<file path="src/was_pkg.sv">
// Summary of operation
// - Software may set flag while generator disabled
// - Leave shutdown at next input rising edge
// - B/D field bits 5-4: high, low, tristate, inactive
// - A/C field bits 3-2: 11 high, 10 low
// - A/C 01 tristate, 00 inactive after dead-band
// - Shutdown control register bits 1-0 read as zero
package was_pkg;
   localparam logic [3:0]  WAS_OFF_SHDN_CTRL = 4'h0;
   localparam logic [3:0]  WAS_OFF_GEN_CTRL  = 4'h4;
   localparam logic [3:0]  WAS_OFF_IRQ_STAT  = 4'h8;
   localparam logic [3:0]  WAS_OFF_IRQ_MASK  = 4'hc;
   localparam int          WAS_BIT_SHDN      = 7;
   localparam int          WAS_BIT_REN       = 6;
   localparam int          WAS_BD_LSB        = 4;
   localparam int          WAS_AC_LSB        = 2;
   localparam logic [1:0]  WAS_ST_HIGH       = 2'h3;
   localparam logic [1:0]  WAS_ST_LOW        = 2'h2;
   localparam logic [1:0]  WAS_ST_TRI        = 2'h1;
   localparam logic [1:0]  WAS_ST_INACT      = 2'h0;
   localparam logic [1:0]  WAS_BD_RESET      = 2'h1;
   localparam logic [1:0]  WAS_AC_RESET      = 2'h1;
   localparam logic [1:0]  WAS_RESP_OKAY     = 2'h0;
   localparam logic [1:0]  WAS_RESP_SLVERR   = 2'h2;
   localparam int          WAS_DEADBAND_NS   = 50;
   localparam int          WAS_CLK_NS        = 10;
   localparam int          WAS_DEADBAND_CYC  = (WAS_DEADBAND_NS + WAS_CLK_NS - 1) / WAS_CLK_NS;
   localparam int          WAS_IRQ_ENTER     = 0;
   localparam int          WAS_IRQ_RESUME    = 1;
endpackage : was_pkg

</file>
<file path="src/was_sync.sv">
`timescale 1ns/1ps
`default_nettype none
module was_sync #(
   parameter int W = 1
) (
   input  wire logic         sys_clk,
   input  wire logic         reset_n,
   input  wire logic [W-1:0] d,
   output logic      [W-1:0] q
);
   logic [W-1:0] meta_ff;

   always_ff @(posedge sys_clk or negedge reset_n) begin
      if (!reset_n) begin
         meta_ff <= '0;
         q       <= '0;
      end else begin
         meta_ff <= d;
         q       <= meta_ff;
      end
   end
endmodule : was_sync
`default_nettype wire

</file>
<file path="src/was_top.sv">
// Local design decisions: the address map and register access over AXI4-Lite.
`timescale 1ns/1ps
`default_nettype none
module was_top
   import was_pkg::*;
#(
   parameter int DEADBAND_CYC = WAS_DEADBAND_CYC
) (
   input  wire logic        sys_clk,
   input  wire logic        reset_n,
   input  wire logic [3:0]  s_axi_awaddr,
   input  wire logic        s_axi_awvalid,
   output logic             s_axi_awready,
   input  wire logic [31:0] s_axi_wdata,
   input  wire logic [3:0]  s_axi_wstrb,
   input  wire logic        s_axi_wvalid,
   output logic             s_axi_wready,
   output logic [1:0]       s_axi_bresp,
   output logic             s_axi_bvalid,
   input  wire logic        s_axi_bready,
   input  wire logic [3:0]  s_axi_araddr,
   input  wire logic        s_axi_arvalid,
   output logic             s_axi_arready,
   output logic [31:0]      s_axi_rdata,
   output logic [1:0]       s_axi_rresp,
   output logic             s_axi_rvalid,
   input  wire logic        s_axi_rready,
   input  wire logic        wave_in,
   input  wire logic        shdn_event_in,
   input  wire logic [3:0]  wave_drive,
   input  wire logic [3:0]  inact_level,
   output logic [3:0]       pin_out_ff,
   output logic [3:0]       pin_oe_ff,
   output logic             irq_ff
);
   // Pin order: [0]=A [1]=B [2]=C [3]=D
   logic       wave_s, event_s, wave_d_ff;
   logic       shdn_ff, ren_ff, gen_en_ff, hold_ff;
   logic [1:0] bd_state_ff, ac_state_ff, irq_stat_ff, irq_mask_ff;
   logic [3:0] aw_addr_ff, ar_addr_ff;
   logic [31:0] w_data_ff;
   logic [3:0] w_strb_ff;
   logic       aw_got_ff, w_got_ff;
   logic [7:0] db_cnt_ff;
   logic       rise, wr_fire, wr_ok, sw_clr_shdn, sw_set_shdn, nxt_shdn, enter, resume;

   was_sync #(.W(2)) u_sync (
      .sys_clk (sys_clk),
      .reset_n (reset_n),
      .d       ({wave_in, shdn_event_in}),
      .q       ({wave_s, event_s})
   );

   function automatic logic [31:0] shdn_word(input logic s, input logic r,
                                             input logic [1:0] bd, input logic [1:0] ac);
      shdn_word = {24'h0, s, r, bd, ac, 2'h0};
   endfunction : shdn_word

   // AXI write path: address and data taken in either order
   assign wr_fire = aw_got_ff && w_got_ff && !s_axi_bvalid;
   assign wr_ok   = (aw_addr_ff == WAS_OFF_SHDN_CTRL) || (aw_addr_ff == WAS_OFF_GEN_CTRL) ||
                    (aw_addr_ff == WAS_OFF_IRQ_STAT) || (aw_addr_ff == WAS_OFF_IRQ_MASK);

   always_ff @(posedge sys_clk or negedge reset_n) begin
      if (!reset_n) begin
         s_axi_awready <= 1'b0;
         s_axi_wready  <= 1'b0;
         aw_got_ff     <= 1'b0;
         w_got_ff      <= 1'b0;
         aw_addr_ff    <= 4'h0;
         w_data_ff     <= 32'h0;
         w_strb_ff     <= 4'h0;
         s_axi_bvalid  <= 1'b0;
         s_axi_bresp   <= WAS_RESP_OKAY;
      end else begin
         s_axi_awready <= !aw_got_ff && !s_axi_awready && s_axi_awvalid;
         s_axi_wready  <= !w_got_ff && !s_axi_wready && s_axi_wvalid;
         if (s_axi_awvalid && s_axi_awready) begin
            aw_got_ff  <= 1'b1;
            aw_addr_ff <= {s_axi_awaddr[3:2], 2'h0};
         end
         if (s_axi_wvalid && s_axi_wready) begin
            w_got_ff  <= 1'b1;
            w_data_ff <= s_axi_wdata;
            w_strb_ff <= s_axi_wstrb;
         end
         if (wr_fire) begin
            aw_got_ff    <= 1'b0;
            w_got_ff     <= 1'b0;
            s_axi_bvalid <= 1'b1;
            s_axi_bresp  <= wr_ok ? WAS_RESP_OKAY : WAS_RESP_SLVERR;
         end else if (s_axi_bvalid && s_axi_bready) begin
            s_axi_bvalid <= 1'b0;
         end
      end
   end

   // Only byte lane 0 holds register bits
   logic wr_lane0;
   assign wr_lane0    = wr_fire && w_strb_ff[0];
   assign sw_set_shdn = wr_lane0 && aw_addr_ff == WAS_OFF_SHDN_CTRL && w_data_ff[WAS_BIT_SHDN]
                        && !gen_en_ff;
   assign sw_clr_shdn = wr_lane0 && aw_addr_ff == WAS_OFF_SHDN_CTRL && !w_data_ff[WAS_BIT_SHDN];

   always_ff @(posedge sys_clk or negedge reset_n) begin
      if (!reset_n) begin
         ren_ff      <= 1'b0;
         bd_state_ff <= WAS_BD_RESET;
         ac_state_ff <= WAS_AC_RESET;
         gen_en_ff   <= 1'b0;
      end else if (wr_lane0) begin
         if (aw_addr_ff == WAS_OFF_SHDN_CTRL) begin
            ren_ff      <= w_data_ff[WAS_BIT_REN];
            bd_state_ff <= w_data_ff[WAS_BD_LSB +: 2];
            ac_state_ff <= w_data_ff[WAS_AC_LSB +: 2];
         end else if (aw_addr_ff == WAS_OFF_GEN_CTRL) begin
            gen_en_ff <= w_data_ff[0];
         end
      end
   end

   // Shutdown flag: a live event wins over any clear
   always_comb begin
      nxt_shdn = shdn_ff;
      if (sw_clr_shdn) nxt_shdn = 1'b0;
      if (ren_ff && !event_s) nxt_shdn = 1'b0;
      if (sw_set_shdn) nxt_shdn = 1'b1;
      if (event_s) nxt_shdn = 1'b1;
   end

   always_ff @(posedge sys_clk or negedge reset_n) begin
      if (!reset_n) begin
         shdn_ff   <= 1'b0;
         hold_ff   <= 1'b0;
         wave_d_ff <= 1'b0;
      end else begin
         shdn_ff   <= nxt_shdn;
         wave_d_ff <= wave_s;
         if (nxt_shdn) hold_ff <= 1'b1;
         else if (rise) hold_ff <= 1'b0;
      end
   end

   assign rise   = wave_s && !wave_d_ff;
   assign enter  = nxt_shdn && !hold_ff;
   assign resume = hold_ff && !nxt_shdn && !shdn_ff && rise;

   // Dead-band before inactive level is applied
   always_ff @(posedge sys_clk or negedge reset_n) begin
      if (!reset_n) begin
         db_cnt_ff <= 8'h0;
      end else if (!hold_ff) begin
         db_cnt_ff <= 8'h0;
      end else if (db_cnt_ff < 8'(DEADBAND_CYC)) begin
         db_cnt_ff <= db_cnt_ff + 8'h1;
      end
   end

   // Per pin drive during shutdown
   function automatic logic [1:0] pin_drive(input logic [1:0] st, input logic inact,
                                            input logic db_done);
      case (st)
         WAS_ST_HIGH: pin_drive = 2'b11;
         WAS_ST_LOW:  pin_drive = 2'b01;
         WAS_ST_TRI:  pin_drive = 2'b00;
         default:     pin_drive = {inact && db_done, 1'b1};
      endcase
   endfunction : pin_drive

   always_ff @(posedge sys_clk or negedge reset_n) begin
      if (!reset_n) begin
         pin_out_ff <= 4'h0;
         pin_oe_ff  <= 4'h0;
      end else if (hold_ff) begin
         for (int i = 0; i < 4; i++) begin
            logic [1:0] d;
            d = pin_drive(i[0] ? bd_state_ff : ac_state_ff, inact_level[i],
                          db_cnt_ff >= 8'(DEADBAND_CYC));
            pin_out_ff[i] <= d[1];
            pin_oe_ff[i]  <= d[0];
         end
      end else begin
         pin_out_ff <= gen_en_ff ? wave_drive : inact_level;
         pin_oe_ff  <= {4{gen_en_ff}};
      end
   end

   // Sticky events, write one to clear, set wins
   always_ff @(posedge sys_clk or negedge reset_n) begin
      if (!reset_n) begin
         irq_stat_ff <= 2'h0;
         irq_mask_ff <= 2'h0;
         irq_ff      <= 1'b0;
      end else begin
         if (wr_lane0 && aw_addr_ff == WAS_OFF_IRQ_STAT) irq_stat_ff <= irq_stat_ff & ~w_data_ff[1:0]
            | {resume, enter};
         else irq_stat_ff <= irq_stat_ff | {resume, enter};
         if (wr_lane0 && aw_addr_ff == WAS_OFF_IRQ_MASK) irq_mask_ff <= w_data_ff[1:0];
         irq_ff <= |(irq_stat_ff & irq_mask_ff);
      end
   end

   // AXI read path
   always_ff @(posedge sys_clk or negedge reset_n) begin
      if (!reset_n) begin
         s_axi_arready <= 1'b0;
         s_axi_rvalid  <= 1'b0;
         s_axi_rdata   <= 32'h0;
         s_axi_rresp   <= WAS_RESP_OKAY;
         ar_addr_ff    <= 4'h0;
      end else begin
         s_axi_arready <= !s_axi_arready && !s_axi_rvalid && s_axi_arvalid;
         if (s_axi_arvalid && s_axi_arready) begin
            s_axi_rvalid <= 1'b1;
            s_axi_rresp  <= WAS_RESP_OKAY;
            if (s_axi_araddr[3:2] == WAS_OFF_SHDN_CTRL[3:2]) begin
               s_axi_rdata <= shdn_word(shdn_ff, ren_ff, bd_state_ff, ac_state_ff);
            end else if (s_axi_araddr[3:2] == WAS_OFF_GEN_CTRL[3:2]) begin
               s_axi_rdata <= {31'h0, gen_en_ff};
            end else if (s_axi_araddr[3:2] == WAS_OFF_IRQ_STAT[3:2]) begin
               s_axi_rdata <= {30'h0, irq_stat_ff};
            end else begin
               s_axi_rdata <= {30'h0, irq_mask_ff};
            end
         end else if (s_axi_rvalid && s_axi_rready) begin
            s_axi_rvalid <= 1'b0;
         end
      end
   end

   // Flag and hold state
   a_event_sets_flag: assert property (@(posedge sys_clk) disable iff (!reset_n)
      event_s |=> shdn_ff)
      else $error("event did not set flag");
   a_sw_set_flag: assert property (@(posedge sys_clk) disable iff (!reset_n)
      sw_set_shdn |=> shdn_ff && hold_ff)
      else $error("software set ignored");
   a_hold_till_rise: assert property (@(posedge sys_clk) disable iff (!reset_n)
      hold_ff && !rise |=> hold_ff)
      else $error("left shutdown without edge");
   a_resume_at_rise: assert property (@(posedge sys_clk) disable iff (!reset_n)
      hold_ff && rise && !nxt_shdn |=> !hold_ff)
      else $error("edge did not end shutdown");
   a_normal_drive: assert property (@(posedge sys_clk) disable iff (!reset_n)
      !hold_ff && gen_en_ff |=> pin_out_ff == $past(wave_drive) && pin_oe_ff == 4'hf)
      else $error("normal drive wrong");
   a_ren_written: assert property (@(posedge sys_clk) disable iff (!reset_n)
      wr_lane0 && aw_addr_ff == WAS_OFF_SHDN_CTRL |=> ren_ff == $past(w_data_ff[WAS_BIT_REN]))
      else $error("restart enable not stored");
   a_auto_clear: assert property (@(posedge sys_clk) disable iff (!reset_n)
      shdn_ff && ren_ff && !event_s && !sw_set_shdn |=> !shdn_ff)
      else $error("no auto clear");
   a_flag_sticky: assert property (@(posedge sys_clk) disable iff (!reset_n)
      shdn_ff && !ren_ff && !sw_clr_shdn |=> shdn_ff)
      else $error("flag cleared itself");

   // Pin drive while held, one cycle after the state is seen
   a_bd_high: assert property (@(posedge sys_clk) disable iff (!reset_n)
      hold_ff && bd_state_ff == WAS_ST_HIGH
      |=> pin_out_ff[1] && pin_oe_ff[1] && pin_out_ff[3] && pin_oe_ff[3])
      else $error("bd high wrong");
   a_bd_tri: assert property (@(posedge sys_clk) disable iff (!reset_n)
      hold_ff && bd_state_ff == WAS_ST_TRI |=> !pin_oe_ff[1] && !pin_oe_ff[3])
      else $error("bd tri wrong");
   a_bd_inactive: assert property (@(posedge sys_clk) disable iff (!reset_n)
      hold_ff && bd_state_ff == WAS_ST_INACT && db_cnt_ff >= 8'(DEADBAND_CYC)
      |=> pin_oe_ff[1] && pin_out_ff[1] == $past(inact_level[1])
      && pin_oe_ff[3] && pin_out_ff[3] == $past(inact_level[3]))
      else $error("bd inactive wrong");
   a_ac_high: assert property (@(posedge sys_clk) disable iff (!reset_n)
      hold_ff && ac_state_ff == WAS_ST_HIGH
      |=> pin_out_ff[0] && pin_oe_ff[0] && pin_out_ff[2] && pin_oe_ff[2])
      else $error("ac high wrong");
   a_ac_low: assert property (@(posedge sys_clk) disable iff (!reset_n)
      hold_ff && ac_state_ff == WAS_ST_LOW
      |=> !pin_out_ff[0] && pin_oe_ff[0] && !pin_out_ff[2] && pin_oe_ff[2])
      else $error("ac low wrong");
   a_ac_tri: assert property (@(posedge sys_clk) disable iff (!reset_n)
      hold_ff && ac_state_ff == WAS_ST_TRI |=> !pin_oe_ff[0] && !pin_oe_ff[2])
      else $error("ac tri wrong");
   a_ac_inactive: assert property (@(posedge sys_clk) disable iff (!reset_n)
      hold_ff && ac_state_ff == WAS_ST_INACT && db_cnt_ff >= 8'(DEADBAND_CYC)
      |=> pin_oe_ff[0] && pin_out_ff[0] == $past(inact_level[0])
      && pin_oe_ff[2] && pin_out_ff[2] == $past(inact_level[2]))
      else $error("ac inactive wrong");
   a_bd_low: assert property (@(posedge sys_clk) disable iff (!reset_n)
      hold_ff && bd_state_ff == WAS_ST_LOW
      |=> !pin_out_ff[1] && pin_oe_ff[1] && !pin_out_ff[3] && pin_oe_ff[3])
      else $error("bd low wrong");

   // Register bus answers and read-back
   a_low_bits_zero: assert property (@(posedge sys_clk) disable iff (!reset_n)
      $rose(s_axi_rvalid) && $past(s_axi_araddr[3:2]) == WAS_OFF_SHDN_CTRL[3:2]
      |-> s_axi_rdata[1:0] == 2'h0)
      else $error("low bits not zero");
   a_wr_answer: assert property (@(posedge sys_clk) disable iff (!reset_n)
      wr_fire |=> s_axi_bvalid)
      else $error("write not answered");
   a_rd_answer: assert property (@(posedge sys_clk) disable iff (!reset_n)
      s_axi_arvalid && s_axi_arready |=> s_axi_rvalid)
      else $error("read not answered");

   // Interrupt level follows masked status one cycle later
   a_irq_raised: assert property (@(posedge sys_clk) disable iff (!reset_n)
      |(irq_stat_ff & irq_mask_ff) |=> irq_ff)
      else $error("interrupt not raised");
   a_irq_quiet: assert property (@(posedge sys_clk) disable iff (!reset_n)
      !(|(irq_stat_ff & irq_mask_ff)) |=> !irq_ff)
      else $error("interrupt without cause");
endmodule : was_top
`default_nettype wire

</file>
<file path="config.mk">
export PLATFORM = sky130hd
export DESIGN_NAME = was_top
export DESIGN_NICKNAME = d
export VERILOG_FILES = /design/src/was_pkg.sv /design/src/was_sync.sv /design/src/was_top.sv
export SDC_FILE = /design/constraint.sdc
export NUM_CORES = 1
export LEC_CHECK = 0
export ABC_AREA = 1
export BUFFER_PORTS_ARGS = -buffer_cell sky130_fd_sc_hd__buf_2
export CORE_MARGIN = 2
export CORE_UTILIZATION = 43
export CTS_CLUSTER_DIAMETER = 40
export CTS_CLUSTER_SIZE = 16
export DETAILED_ROUTE_END_ITERATION = 10
export PLACE_DENSITY_LB_ADDON = 0.15
export SLEW_MARGIN = 20
export SYNTH_ARGS = -nofsm -noshare
export SYNTH_HDL_FRONTEND = slang
export SYNTH_HIERARCHICAL = 1
export SYNTH_SLANG_ARGS = --single-unit
export TNS_END_PERCENT = 20
</file>
<file path="constraint.sdc">
create_clock -name sys_clk -period 1.45 [get_ports sys_clk]
set_clock_uncertainty 0.1 [all_clocks]
set_input_delay 0.0725 -clock sys_clk [delete_from_list [all_inputs] [get_ports sys_clk]]
set_output_delay 0.0725 -clock sys_clk [all_outputs]
set_load 0.02 [all_outputs]
</file>
==> Yosys cells after proc, flatten, opt, wreduce, memory -nomap -nowiden <==
Index checks and enable logic that the tools add are counted.
{ "totals": {"reg_bits": 86, "elab_cells": 133} }
{ "classes": {"add_sub_neg": 1, "order_cmp": 2, "eq_ne": 12, "mux": 28, "n_bitwise": 6, "reduce_logical": 57} }
{ "ops": {"columns": ["cell", "n"], "rows": [
  ["$logic_and A1 B1 Y1", 30],
  ["$mux W8", 3],
  ["$pmux W2 S3", 4],
  ["$eq A2 B2 Y1 const B", 7],
  ["$logic_not A1 Y1", 14],
  ["$mux W1", 14],
  ["$mux W4", 3],
  ["$reduce_bool A2 Y1", 5],
  ["$add A8 B1 Y8 const B", 1],
  ["$eq A2 B1 Y1 const B", 4],
  ["$ge A8 B3 Y1 const B", 1],
  ["$lt A8 B3 Y1 const B", 1],
  ["$mux W2", 4],
  ["$and A2 B2 Y2", 2],
  ["$logic_not A4 Y1", 1],
  ["$or A2 B2 Y2", 2],
  ["$logic_or A1 B1 Y1", 3],
  ["$reduce_and A3 Y1", 1],
  ["$logic_not A2 Y1", 1],
  ["$ne A2 B1 Y1 const B", 1],
  ["$not A2 Y2", 1],
  ["$reduce_and A2 Y1", 1],
  ["$reduce_or A2 Y1", 1],
  ["$not A1 Y1", 1]
]} }

==> Longest topological paths before layout <==
Gate-level depths: netlist (run 1).
{ "depth": {"depth_word": 15, "mapped_depth": 9, "depth_no_buf": 9} }

==> Hierarchy <==
The synthesis (run 1) kept the hierarchy.
{ "modules_own_cells": {"columns": ["module", "n_inst", "cells_each", "area_per_inst_um2"], "rows": [
  ["was_top", 1, 283, 2508.7],
  ["was_sync", 1, 4, 100.1]
]} }

==> Worst setup path before layout (run 1) <==
Ideal clock, no wire load.
{ "synth_timing": {"path_type": "reg2reg", "startpoint": "register db_cnt_ff[0]", "endpoint": "register db_cnt_ff[2]", "setup_time_ps": 119, "arrival_time_ps": 1126, "required_time_ps": 1231, "setup_slack_ps": 105, "stages_incl_launch_ff": 10, "n_path_buf": 0, "period_less_slack_ps": 1345, "path_cell_list": "dfrtp_1 inv_1 ha_1 inv_1 a21oi_1 nand2_1 inv_1 nand3_1 nand2_1 nor2_1"} }
{ "synth_between": {"elab_chain_len": 3, "elab_cells_between_ends": 5, "classes_between": "add/sub: 1; order compare: 1; eq/ne: 1; mux: 2"} }
{ "synth_lines": {"columns": ["element", "line", "text"], "rows": [
  ["start, declared", "was_top.sv:44", "logic [7:0] db_cnt_ff;"],
  ["start signal, assigned", "was_top.sv:155", "db_cnt_ff <= db_cnt_ff + 8'h1;"],
  ["$add A8 B1 Y8", "was_top.sv:155", null],
  ["$mux W8", "was_top.sv:154", "end else if (db_cnt_ff < 8'(DEADBAND_CYC)) begin"],
  ["$mux W8", "was_top.sv:152", "end else if (!hold_ff) begin"]
]} }
Several ways; a longest one is shown, not always the timed one. The select of a mux whose other input is x is not followed.
A chain may end at the register's enable or synchronous reset.

==> Final worst setup path (run 1) <==
{ "layout_timing": {"startpoint": "input s_axi_awvalid", "endpoint": "register aw_addr_ff[3]"} }
{ "layout_between": {"elab_chain_len": 1} }
{ "layout_lines": {"columns": ["element", "line", "text"], "rows": [
  ["start, declared", "was_top.sv:12", "input wire logic s_axi_awvalid,"],
  ["$logic_and A1 B1 Y1", "was_top.sv:78", "if (s_axi_awvalid && s_axi_awready) begin"],
  ["end signal, assigned", "was_top.sv:80", "aw_addr_ff <= {s_axi_awaddr[3:2], 2'h0};"],
  ["end, declared", "was_top.sv:40", "logic [3:0] aw_addr_ff, ar_addr_ff;"]
]} }
No other way between the ends.

==> results of run 1 <==
==> registers in the layout, indices dropped and copies added, names as in the netlist, 2 cells and up <==
register,count
ac_state_ff,2
db_cnt_ff,8
u_sync/meta_ff,2
s_axi_rdata,8
irq_mask_ff,2
pin_oe_ff,2
pin_out_ff,4
irq_stat_ff,2
w_data_ff,8
aw_addr_ff,2
u_sync/q,2
bd_state_ff,2
==> power groups by stage <==
| stage | clock network, mW | registers, mW | logic (mW) |
|---|---|---|---|
| 4_1_cts | 1.35 | 2.57 | 1.92 |
| 5_1_grt | 1.42 | 2.65 | 2.21 |
| 2_1_floorplan | 0 | 2.72 | 1.14 |
| 3_5_place_dp | 0 | 2.60 | 1.83 |
| 6_report | 1.30 | 2.58 | 1.93 |
| 3_3_place_gp | 0 | 2.57 | 1.79 |
==> layout make-up <==
class,count,area (sq um),area share [%]
well taps,75,93.8,2.78
clock buffers,14,163,4.81
repair buffers,89,628,18.6
inverters,34,131,3.89
flip-flops and latches,59,1480,43.8
clock inverters,2,10.0,0.296
multi-input cells,188,875,25.9
==> synthesized netlist by cell type (all sizes together) <==
cell type / instances
clkinv: 1
dfstp: 2
inv: 33
nand3b: 1
nand2: 69
and2: 1
o31ai: 1
nand3: 18
nor2: 15
nand4: 1
a21oi: 13
dfrtp: 57
buf: 29
nor4: 1
conb: 1
o211ai: 1
a22o: 1
ha: 3
clkbuf: 3
nor3b: 3
o21ai: 33
==> critical path: cells and delay by family <==
kind,cells,cell delay (ns)
compound gates,1,0.08
buf+inv,4,1.30
simple gates,2,0.12
==> cells by family after synthesis <==
kind of cell,Yosys count,synth area share [%]
AO/OA/AOI/OAI,49,9.74
other,1,0.144
buffers and inverters,66,13.7
adder cells (fa/ha/maj),3,1.44
flip-flops,59,56.7
AND/OR/NAND/NOR,109,18.3
==> cell usage in the layout, fill, tap and decap left out, types with 2 or more instances in the layout <==
master                          synthesis  routed
sky130_fd_sc_hd__inv_1                 32      30
sky130_fd_sc_hd__nor2_1                14      14
sky130_fd_sc_hd__o21ai_0               33      32
sky130_fd_sc_hd__dlygate4sd3_1          0      29
sky130_fd_sc_hd__nand3_1               17      17
sky130_fd_sc_hd__clkinv_2               0       2
sky130_fd_sc_hd__clkbuf_1               3       3
sky130_fd_sc_hd__dfstp_2                2       2
sky130_fd_sc_hd__buf_2                  0      52
sky130_fd_sc_hd__conb_1                 1      27
sky130_fd_sc_hd__clkbuf_8               0      11
sky130_fd_sc_hd__buf_4                 29       6
sky130_fd_sc_hd__a21oi_1               13      12
sky130_fd_sc_hd__nor3b_1                3       3
sky130_fd_sc_hd__nand2_1               66      66
sky130_fd_sc_hd__nand2_2                3       3
sky130_fd_sc_hd__ha_1                   3       3
sky130_fd_sc_hd__dfrtp_1               57      57
sky130_fd_sc_hd__inv_2                  1       3
==> routing by layer <==
metal	global-route usage [%]	wire [um]
met1	21.1	2340
met5	0	0
met2	27.5	2420
met4	11.0	70
met3	4.29	284
==> path summary, 6_finish.rpt <==
| path | start | endpoint | cells after the start |
|---|---|---|---|
| hold / removal | wave_drive[1] | pin_out_ff[1] | 5 |
| max in group asynchronous | reset_n | bd_state_ff[0] | 3 |
| min in group asynchronous | reset_n | s_axi_wready | 3 |
| setup reg to reg | s_axi_awready | aw_addr_ff[3] | 5 |
| hold reg to reg | u_sync/meta_ff[1] | u_sync/q[1] | 0 |
| setup / recovery | s_axi_awvalid | aw_addr_ff[3] | 7 |
==> per-stage QoR <==
step	setup WS (ns)	std cells	total power, mW	instance area, sq um	hold slack, ns
2_1_floorplan	0.105	313	3.86	2710	-0.323
3_3_place_gp	0.0266	415	4.37	2900	0.00383
3_5_place_dp	-0.0242	415	4.43	2900	0.00185
4_1_cts	0.00995	461	5.84	3370	0.00950
5_1_grt	-0.0694	461	6.29	3380	0.0164
6_report	-0.0176	461	5.81	3380	-0.00427
==> repair_timing <==
action,CTS,global route
endpoints found under the hold margin,85,0
hold buffers,30,0
gates resized for setup,1,5
setup endpoints to repair,2,16
==> metrics, run 1 <==
post-detailed-route DRC marker count 0; Final Setup Violations 1; type of destination of the critical path flop; starting density of the core 44.3%; Crit path required time 1.56 ns; vias per cell 4.46; global-route wire length before repair 8580 um; worst min-delay path class in -> reg; register bit total from synthesis 59; Hold Worst Slack -0.00427 ns; worst-path fanout max 4; Setup WS post-layout -0.0176 ns; fraction of power spent switching nets 37.2%; P&R area growth vs syn 29.5%; mean post-synth cell area 9.09 sq um; cell type of the slowest stage on the worst timing path sky130_fd_sc_hd__dlygate4sd3_1; latest clock arrival within the worst-skew pair 0.33 ns; violated checks hold timing, setup timing; fraction of the cycle the final worst path needs 101%; GRT overflow 0; overall fraction of global-route tracks in use 17.4%; H-Tree Depth 3; number of antenna violations at the first check in global routing 0; post-synthesis cell count 287; Site Rows 28; distinct cell type count after synthesis 25; routed wirelength normalized by instance count 11.1 um; maximum root-to-sink buffer count 2; sequential share of the synthesized area 56.7%; Max Fclk 681 MHz; Synth area leader sky130_fd_sc_hd__dfrtp_1; Hold Violations, Final 1; areal power density over the cells 1720 nW/um^2; via count of the first global-routing pass 1,983; placer's final routability congestion estimate 0.814; cell internal power dissipation 3.65 mW; Final Max Slew Viols 0; via count of the routed design 2,057; cells along the critical path dlygate4sd3_1, buf_2, nand2_1, inv_1, nand2_1, o21ai_0, dlygate4sd3_1; share of total power in combinational logic 33.2%; FF-to-FF setup slack -0.01 ns; Post-Syn Area 2610 sq um; CTS tree built; clock root buffer sky130_fd_sc_hd__clkbuf_8; drt initial violations 98; number of clock sinks 59; remaining antenna violation count after routing 0; Syn. warnings 6; data arrival time of the critical path 1.58 ns; # Max-Cap Violations 0; number of fill cells in the layout 544; floorplan die width 81.9 um; Clock Power Share 22.5%; peak supply drop 979 uV; layout cell share with drive strength beyond 1 22.0%; vertical die dimension 81.9 um; P_sw 2.16 mW; nets@finish 445; RSZ-0062 raised after global routing true; critical path startpoint category primary input; ports placed on the boundary 111; number of antenna repair diodes 0; total of buffers placed on input and output ports 52; Reg clk slew, reported paths 0.06 ns; sequential share of power 44.4%; Finished Core Util 57.4%; share of the synthesized area in the top cell type 54.7%; Detailed Route WL 5110 um; path type of the worst setup path in -> reg; floorplan core area 5890 sq um; leading cell types by total area after synthesis sky130_fd_sc_hd__dfrtp_1, sky130_fd_sc_hd__nand2_1, sky130_fd_sc_hd__buf_4, sky130_fd_sc_hd__o21ai_0, sky130_fd_sc_hd__inv_1; buffer count from post-CTS setup fixing 0; final period demand of the worst path 1.47 ns; pin count of the biggest net entering global routing 60; number of optimization iterations in the first detailed-route pass 4; leakage power total 1.76 nW; max incr delay on CP 0.57 ns; overall die area 6710 sq um; result of the run complete, but fails checks; Post-DP HPWL 3480 um; Setup TNS -0.0176 ns; clock buffers created by TritonCTS 9
No activity file was read; power rests on OpenSTA's default activity.
==> run 2, diff against run 1 <==
--- a/config.mk
+++ b/config.mk
@@ -8,5 +8,5 @@
 export ABC_AREA = 1
 export BUFFER_PORTS_ARGS = -buffer_cell sky130_fd_sc_hd__buf_2
-export CORE_MARGIN = 2
+export CORE_MARGIN = 5
 export CORE_UTILIZATION = 43
 export CTS_CLUSTER_DIAMETER = 40
==> constraint.sdc (replaced) <==
create_clock -name sys_clk -period 1.45 [get_ports sys_clk]
set_clock_uncertainty 0.1 [all_clocks]
set_input_delay 0.29 -clock sys_clk [delete_from_list [all_inputs] [get_ports sys_clk]]
set_output_delay 0.29 -clock sys_clk [all_outputs]
set_load 0.02 [all_outputs]
==> metrics, run 2 (synthesized netlist as in run 1, its figures left out) <==
global-route wire length before repair 8310 um (was 8580 um); sequential share of power 44.9% (was 44.4%); Reg2Reg Depth 7 (was 5); CTS tree built (unchanged); Final Setup Violations 0 (was 1); Crit path required time 1.55 ns (was 1.56 ns); floorplan core area 5920 sq um (was 5890 sq um); Crit path max-delay family flip-flops (was buffers and inverters); number of optimization iterations in the first detailed-route pass 4 (unchanged); peak supply drop 967 uV (was 979 uV); post-detailed-route DRC marker count 0 (unchanged); total of buffers placed on input and output ports 52 (unchanged); via count of the routed design 1,942 (was 2,057); routed wirelength normalized by instance count 11.3 um (was 11.1 um); clock buffers created by TritonCTS 9 (unchanged); Clock Power Share 21.5% (was 22.5%); type of destination of the critical path flop (unchanged); maximum root-to-sink buffer count 2 (unchanged); Site Rows 28 (unchanged); drt initial violations 92 (was 98); H-Tree Depth 3 (unchanged); leakage power total 1.67 nW (was 1.76 nW); remaining antenna violation count after routing 0 (unchanged); number of clock sinks 59 (unchanged); RSZ-0062 raised after global routing true (unchanged); Max Fclk 737 MHz (was 681 MHz); largest registers db_cnt_ff x8, s_axi_rdata x8, w_data_ff x8 (unchanged); fraction of power spent switching nets 37.3% (was 37.2%); Setup TNS 0 ns (was -0.0176 ns); overall fraction of global-route tracks in use 14.2% (was 17.4%); layout cell share with drive strength beyond 1 24.8% (was 22.0%); Detailed Route WL 4930 um (was 5110 um); leading cell type in the layout, fill and taps excluded sky130_fd_sc_hd__nand2_1 (unchanged); share of total power in combinational logic 33.6% (was 33.2%); number of fill cells in the layout 570 (was 544); areal power density over the cells 1820 nW/um^2 (was 1720 nW/um^2); floorplan die width 87.9 um (was 81.9 um); GRT overflow 0 (unchanged); Final Max Slew Viols 0 (unchanged); Buffers & Inverters on Critical Path 2 (was 4); latest clock arrival within the worst-skew pair 0.33 ns (about the same); hold-critical path depth 2 (was 5); number of instances in the placed design 420 (was 415); ports placed on the boundary 111 (unchanged); vertical die dimension 87.9 um (was 81.9 um); Reg clk slew, reported paths 0.06 ns (about the same); number of antenna repair diodes 0 (unchanged); cell internal power dissipation 3.56 mW (was 3.65 mW); path type of the worst setup path reg -> reg (was in -> reg); fraction of the cycle the final worst path needs 93.6% (was 101%); data arrival time of the critical path 1.46 ns (was 1.58 ns); P&R area growth vs syn 20.0% (was 29.5%); pin count of the biggest net entering global routing 35 (was 60); Most common cell on crit path sky130_fd_sc_hd__nand3_1; overall power of the completed layout 5.69 mW (was 5.81 mW); max incr delay on CP 0.38 ns (was 0.57 ns); P_sw 2.12 mW (was 2.16 mW); Hold Violations, Final 0 (was 1); overall die area 7720 sq um (was 6710 sq um); final period demand of the worst path 1.36 ns (was 1.47 ns); buffer count from post-CTS setup fixing 0 (unchanged); result of the run completed (was complete, but fails checks); clock root buffer sky130_fd_sc_hd__clkbuf_8 (unchanged); most frequent cells in the layout sky130_fd_sc_hd__nand2_1, sky130_fd_sc_hd__dfrtp_1, sky130_fd_sc_hd__buf_2 (unchanged); number of antenna violations at the first check in global routing 0 (unchanged); worst-path fanout max 4 (unchanged); Final Instance Count excl. Fillers 438 (was 461); nets@finish 423 (was 445); cell type of the slowest stage on the worst timing path sky130_fd_sc_hd__dfrtp_1 (was sky130_fd_sc_hd__dlygate4sd3_1); via count of the first global-routing pass 1,839 (was 1,983); path length in cells of the critical path 7 (unchanged); cells along the critical path inv_2, buf_4, ha_1, nand3_1, nand3_1, nand3_1, a21oi_1 (was dlygate4sd3_1, buf_2, nand2_1, inv_1, nand2_1, o21ai_0, dlygate4sd3_1); critical path startpoint category flop (was primary input); vias per cell 4.43 (was 4.46); starting density of the core 44.1% (was 44.3%); placer's final routability congestion estimate 0.823 (was 0.814); worst min-delay path class in -> reg (unchanged); Post-DP HPWL 3750 um (was 3480 um); # Max-Cap Violations 0 (unchanged)
run 2: cell types whose count changed in the layout (fill, tap and decap cells not counted), sizes merged:
cell and delta:
dlygate4sd3 -26, buf +5, clkbuf -2, clkinv +2, clkinvlp -1, dlymetal6s4s -1
run 2: path summary, 6_finish.rpt:
kind                                         from            end  slack, ns
worst min-delay path                 s_axi_bready   s_axi_bvalid       0.04
min in group asynchronous                 reset_n       w_got_ff       0.32
worst min register to register  u_sync/meta_ff[1]    u_sync/q[1]       0.25
max in group asynchronous                 reset_n   pin_oe_ff[1]       0.44
worst max register to register       db_cnt_ff[1]  pin_out_ff[1]       0.09
worst max-delay path                 db_cnt_ff[1]  pin_out_ff[1]       0.09
run 2: area by class of cell:
type	count	area [sq um]	area share, %
flip-flops and latches	59	1480	47.2
multi-input cells	188	878	28.0
repair buffers	67	393	12.5
clock buffers	12	145	4.63
inverters	34	128	4.08
well taps	75	93.8	3.00
clock inverters	3	15.0	0.479
run 2: stage by stage:
stage	setup slack, ns	hold slack, ns	util (%)	cell area (sq um)
floorplan	0.105	-0.106	-	2710
global placement	0.0507	0.127	49.6	2930
detailed placement	0.0546	0.131	49.6	2930
CTS	0.0284	0.0299	52.8	3120
global route	-0.0449	0.0463	52.9	3130
finish	0.0934	0.0415	52.9	3130
run 2: metal layers:
| layer | vias up | global-route usage [%] | routed length (um) |
|---|---|---|---|
| li1 | 1006 | - | - |
| met1 | 865 | 18.8 | 2290 |
| met2 | 62 | 21.0 | 2150 |
| met3 | 9 | 3.57 | 384 |
| met4 | 0 | 8.37 | 112 |
| met5 | - | 0 | 0 |
run 2: what timing repair did:
item / CTS / global route
hold buffers: 3 / 0
gates resized for setup: 0 / 4
endpoints found under the hold margin: 14 / 0
endpoints found under the setup margin: 0 / 9
run 2: power groups by stage:
stage          combinational [mW]  clock [mW]  sequential (mW)
6_report                     1.91        1.22             2.55
5_1_grt                      2.19        1.34             2.64
4_1_cts                      1.92        1.26             2.55
3_5_place_dp                 1.90           0             2.58
3_3_place_gp                 1.87           0             2.56
2_1_floorplan                1.14           0             2.72
==> run 3, diff against run 2 <==
Settings changed: CELL_PAD_IN_SITES_DETAIL_PLACEMENT set to 0, CELL_PAD_IN_SITES_GLOBAL_PLACEMENT set to 1, CORE_UTILIZATION 43 to 31.
==> metrics, run 3 (synthesized netlist as in run 1, its figures left out) <==
clock buffers created by TritonCTS 9 (unchanged); Hold Violations, Final 0 (unchanged); Clock Power Share 22.9% (was 21.5%); H-Tree Depth 3 (unchanged); maximum root-to-sink buffer count 2 (unchanged); cell type of the slowest stage on the worst timing path sky130_fd_sc_hd__dfrtp_1 (unchanged); Setup TNS 0 ns (unchanged); post-detailed-route DRC marker count 0 (unchanged); number of antenna violations at the first check in global routing 0 (unchanged); nets@finish 424 (was 423); largest registers db_cnt_ff x8, s_axi_rdata x8, w_data_ff x8 (unchanged); floorplan die width 102 um (was 87.9 um); placer's final routability congestion estimate 0.661 (was 0.823); fraction of power spent switching nets 37.7% (was 37.3%); routed wirelength normalized by instance count 11.8 um (was 11.3 um); FF-to-FF setup slack 0.06 ns (was 0.09 ns); overall fraction of global-route tracks in use 11.5% (was 14.2%); Hold Worst Slack 0.0319 ns (was 0.0415 ns); layout cell share with drive strength beyond 1 26.1% (was 24.8%); Reg clk slew, reported paths 0.07 ns (was 0.06 ns); Max Fclk 721 MHz (was 737 MHz); destination of the critical timing path db_cnt_ff[3] (was pin_out_ff[1]); starting density of the core 31.7% (was 44.1%); sequential share of power 43.4% (was 44.9%); data arrival time of the critical path 1.55 ns (was 1.46 ns); fraction of the cycle the final worst path needs 95.7% (was 93.6%); floorplan core area 8220 sq um (was 5920 sq um); P_sw 2.24 mW (was 2.12 mW); via count of the first global-routing pass 1,895 (was 1,839); via count of the routed design 1,930 (was 1,942); path type of the worst setup path reg -> reg (unchanged); Crit path required time 1.62 ns (was 1.55 ns); cells along the critical path inv_2, ha_1, inv_1, a21oi_2, nand2_1, inv_2, nand2_1, a21oi_2 (was inv_2, buf_4, ha_1, nand3_1, nand3_1, nand3_1, a21oi_1); overall power of the completed layout 5.94 mW (was 5.69 mW); number of antenna repair diodes 0 (unchanged); drt initial violations 50 (was 92); leading cell type in the layout, fill and taps excluded sky130_fd_sc_hd__nand2_1 (unchanged); global-route wire length before repair 8990 um (was 8310 um); clock root buffer sky130_fd_sc_hd__clkbuf_8 (unchanged); total of buffers placed on input and output ports 52 (unchanged); leakage power total 1.68 nW (was 1.67 nW); cell internal power dissipation 3.70 mW (was 3.56 mW); overall die area 10,400 sq um (was 7720 sq um); Final Setup Violations 0 (unchanged); type of destination of the critical path flop (unchanged); most frequent cells in the layout sky130_fd_sc_hd__nand2_1, sky130_fd_sc_hd__dfrtp_1, sky130_fd_sc_hd__buf_2 (unchanged); path length in cells of the critical path 8 (was 7); latest clock arrival within the worst-skew pair 0.33 ns (about the same); pin count of the biggest net entering global routing 60 (was 35); max incr delay on CP 0.41 ns (was 0.38 ns); number of optimization iterations in the first detailed-route pass 4 (unchanged); Detailed Route WL 5550 um (was 4930 um); Site Rows 33 (was 28); Setup WS post-layout 0.0630 ns (was 0.0934 ns); GRT overflow 0 (unchanged); areal power density over the cells 1850 nW/um^2 (was 1820 nW/um^2); Finished Core Util 39.1% (was 52.9%); Crit path max-delay family flip-flops (unchanged); Post-DP HPWL 4010 um (was 3750 um); ports placed on the boundary 111 (unchanged); worst flop-to-flop path startpoint db_cnt_ff[1] (unchanged); # Max-Cap Violations 0 (unchanged); peak supply drop 734 uV (was 967 uV); worst reg2reg path endpoint db_cnt_ff[3] (was pin_out_ff[1]); Buffers & Inverters on Critical Path 3 (was 2); CTS tree built (unchanged); worst min-delay path class in -> reg (unchanged); remaining antenna violation count after routing 0 (unchanged); Final Max Slew Viols 0 (unchanged); pre-CTS setup slack 0.0448 ns (was 0.0546 ns); final period demand of the worst path 1.39 ns (was 1.36 ns); P&R area growth vs syn 23.1% (was 20.0%); start point of the critical path db_cnt_ff[1] (unchanged); result of the run completed (unchanged); number of clock sinks 59 (unchanged); vias per cell 4.12 (was 4.43); vertical die dimension 102 um (was 87.9 um); share of total power in combinational logic 33.7% (was 33.6%); Reg2Reg Depth 8 (was 7); worst-path fanout max 5 (was 4); critical path startpoint category flop (unchanged)
## run 3: cell types whose count changed in the layout (fill, tap and decap cells not counted)
cell,previous run,this run
sky130_fd_sc_hd__clkbuf_8,10,12
sky130_fd_sc_hd__buf_4,11,12
sky130_fd_sc_hd__clkbuf_1,2,1
sky130_fd_sc_hd__clkinv_2,3,2
sky130_fd_sc_hd__inv_1,30,29
sky130_fd_sc_hd__inv_2,3,4
sky130_fd_sc_hd__nand3_1,17,16
sky130_fd_sc_hd__nand3_4,0,1
sky130_fd_sc_hd__nor2_1,14,13
sky130_fd_sc_hd__nor2_2,0,1
## run 3: repair_timing
item / in CTS / in global routing
resized for setup: 0 / 8
endpoints found under the hold margin: 59 / 0
endpoints found under the setup margin: 0 / 10
hold buffers: 3 / 0
buffers inserted: 0 / 2
## run 3: layout make-up
cell class	instances	area (sq um)
clock buffer	13	169
clock inverter	2	10.0
fill	842	5010
inverter	34	128
multi-input combinational	188	893
sequential	59	1480
tap	105	131
timing repair buffer	68	400
## run 3: worst min-delay path by stage
stage / from / end / slack, ns / cells after the start
2_1_floorplan: reset_n / ac_state_ff[1] / -0.11 / 0
3_3_place_gp: reset_n / s_axi_bvalid / 0.22 / 2
3_5_place_dp: reset_n / s_axi_awready / 0.22 / 2
4_1_cts: s_axi_bready / s_axi_bvalid / 0.01 / 2
5_1_grt: s_axi_bready / s_axi_bvalid / 0.03 / 2
6_report: s_axi_bready / s_axi_bvalid / 0.03 / 2
## run 3: through the flow
step | std cells | area [sq um]
global placement | 449 | 2960
floorplan | 313 | 2710
finish | 469 | 3210
global route | 469 | 3210
CTS | 467 | 3170
detailed placement | 449 | 2960
## run 3: power by group through the flow
stage,clock network (mW),logic [mW],registers (mW)
3_5_place_dp,0,1.92,2.58
3_3_place_gp,0,1.91,2.57
4_1_cts,1.41,1.94,2.56
2_1_floorplan,0,1.14,2.72
6_report,1.36,2.00,2.58
5_1_grt,1.49,2.27,2.65
## run 3: layer usage
| metal | up-vias | share of wire [%] | GRT usage (%) |
|---|---|---|---|
| met5 | - | 0 | 0 |
| li1 | 1005 | - | - |
| met2 | 61 | 42 | 16.4 |
| met3 | 9 | 7.4 | 3.79 |
| met1 | 855 | 49 | 15.4 |
| met4 | 0 | 1.9 | 6.44 |
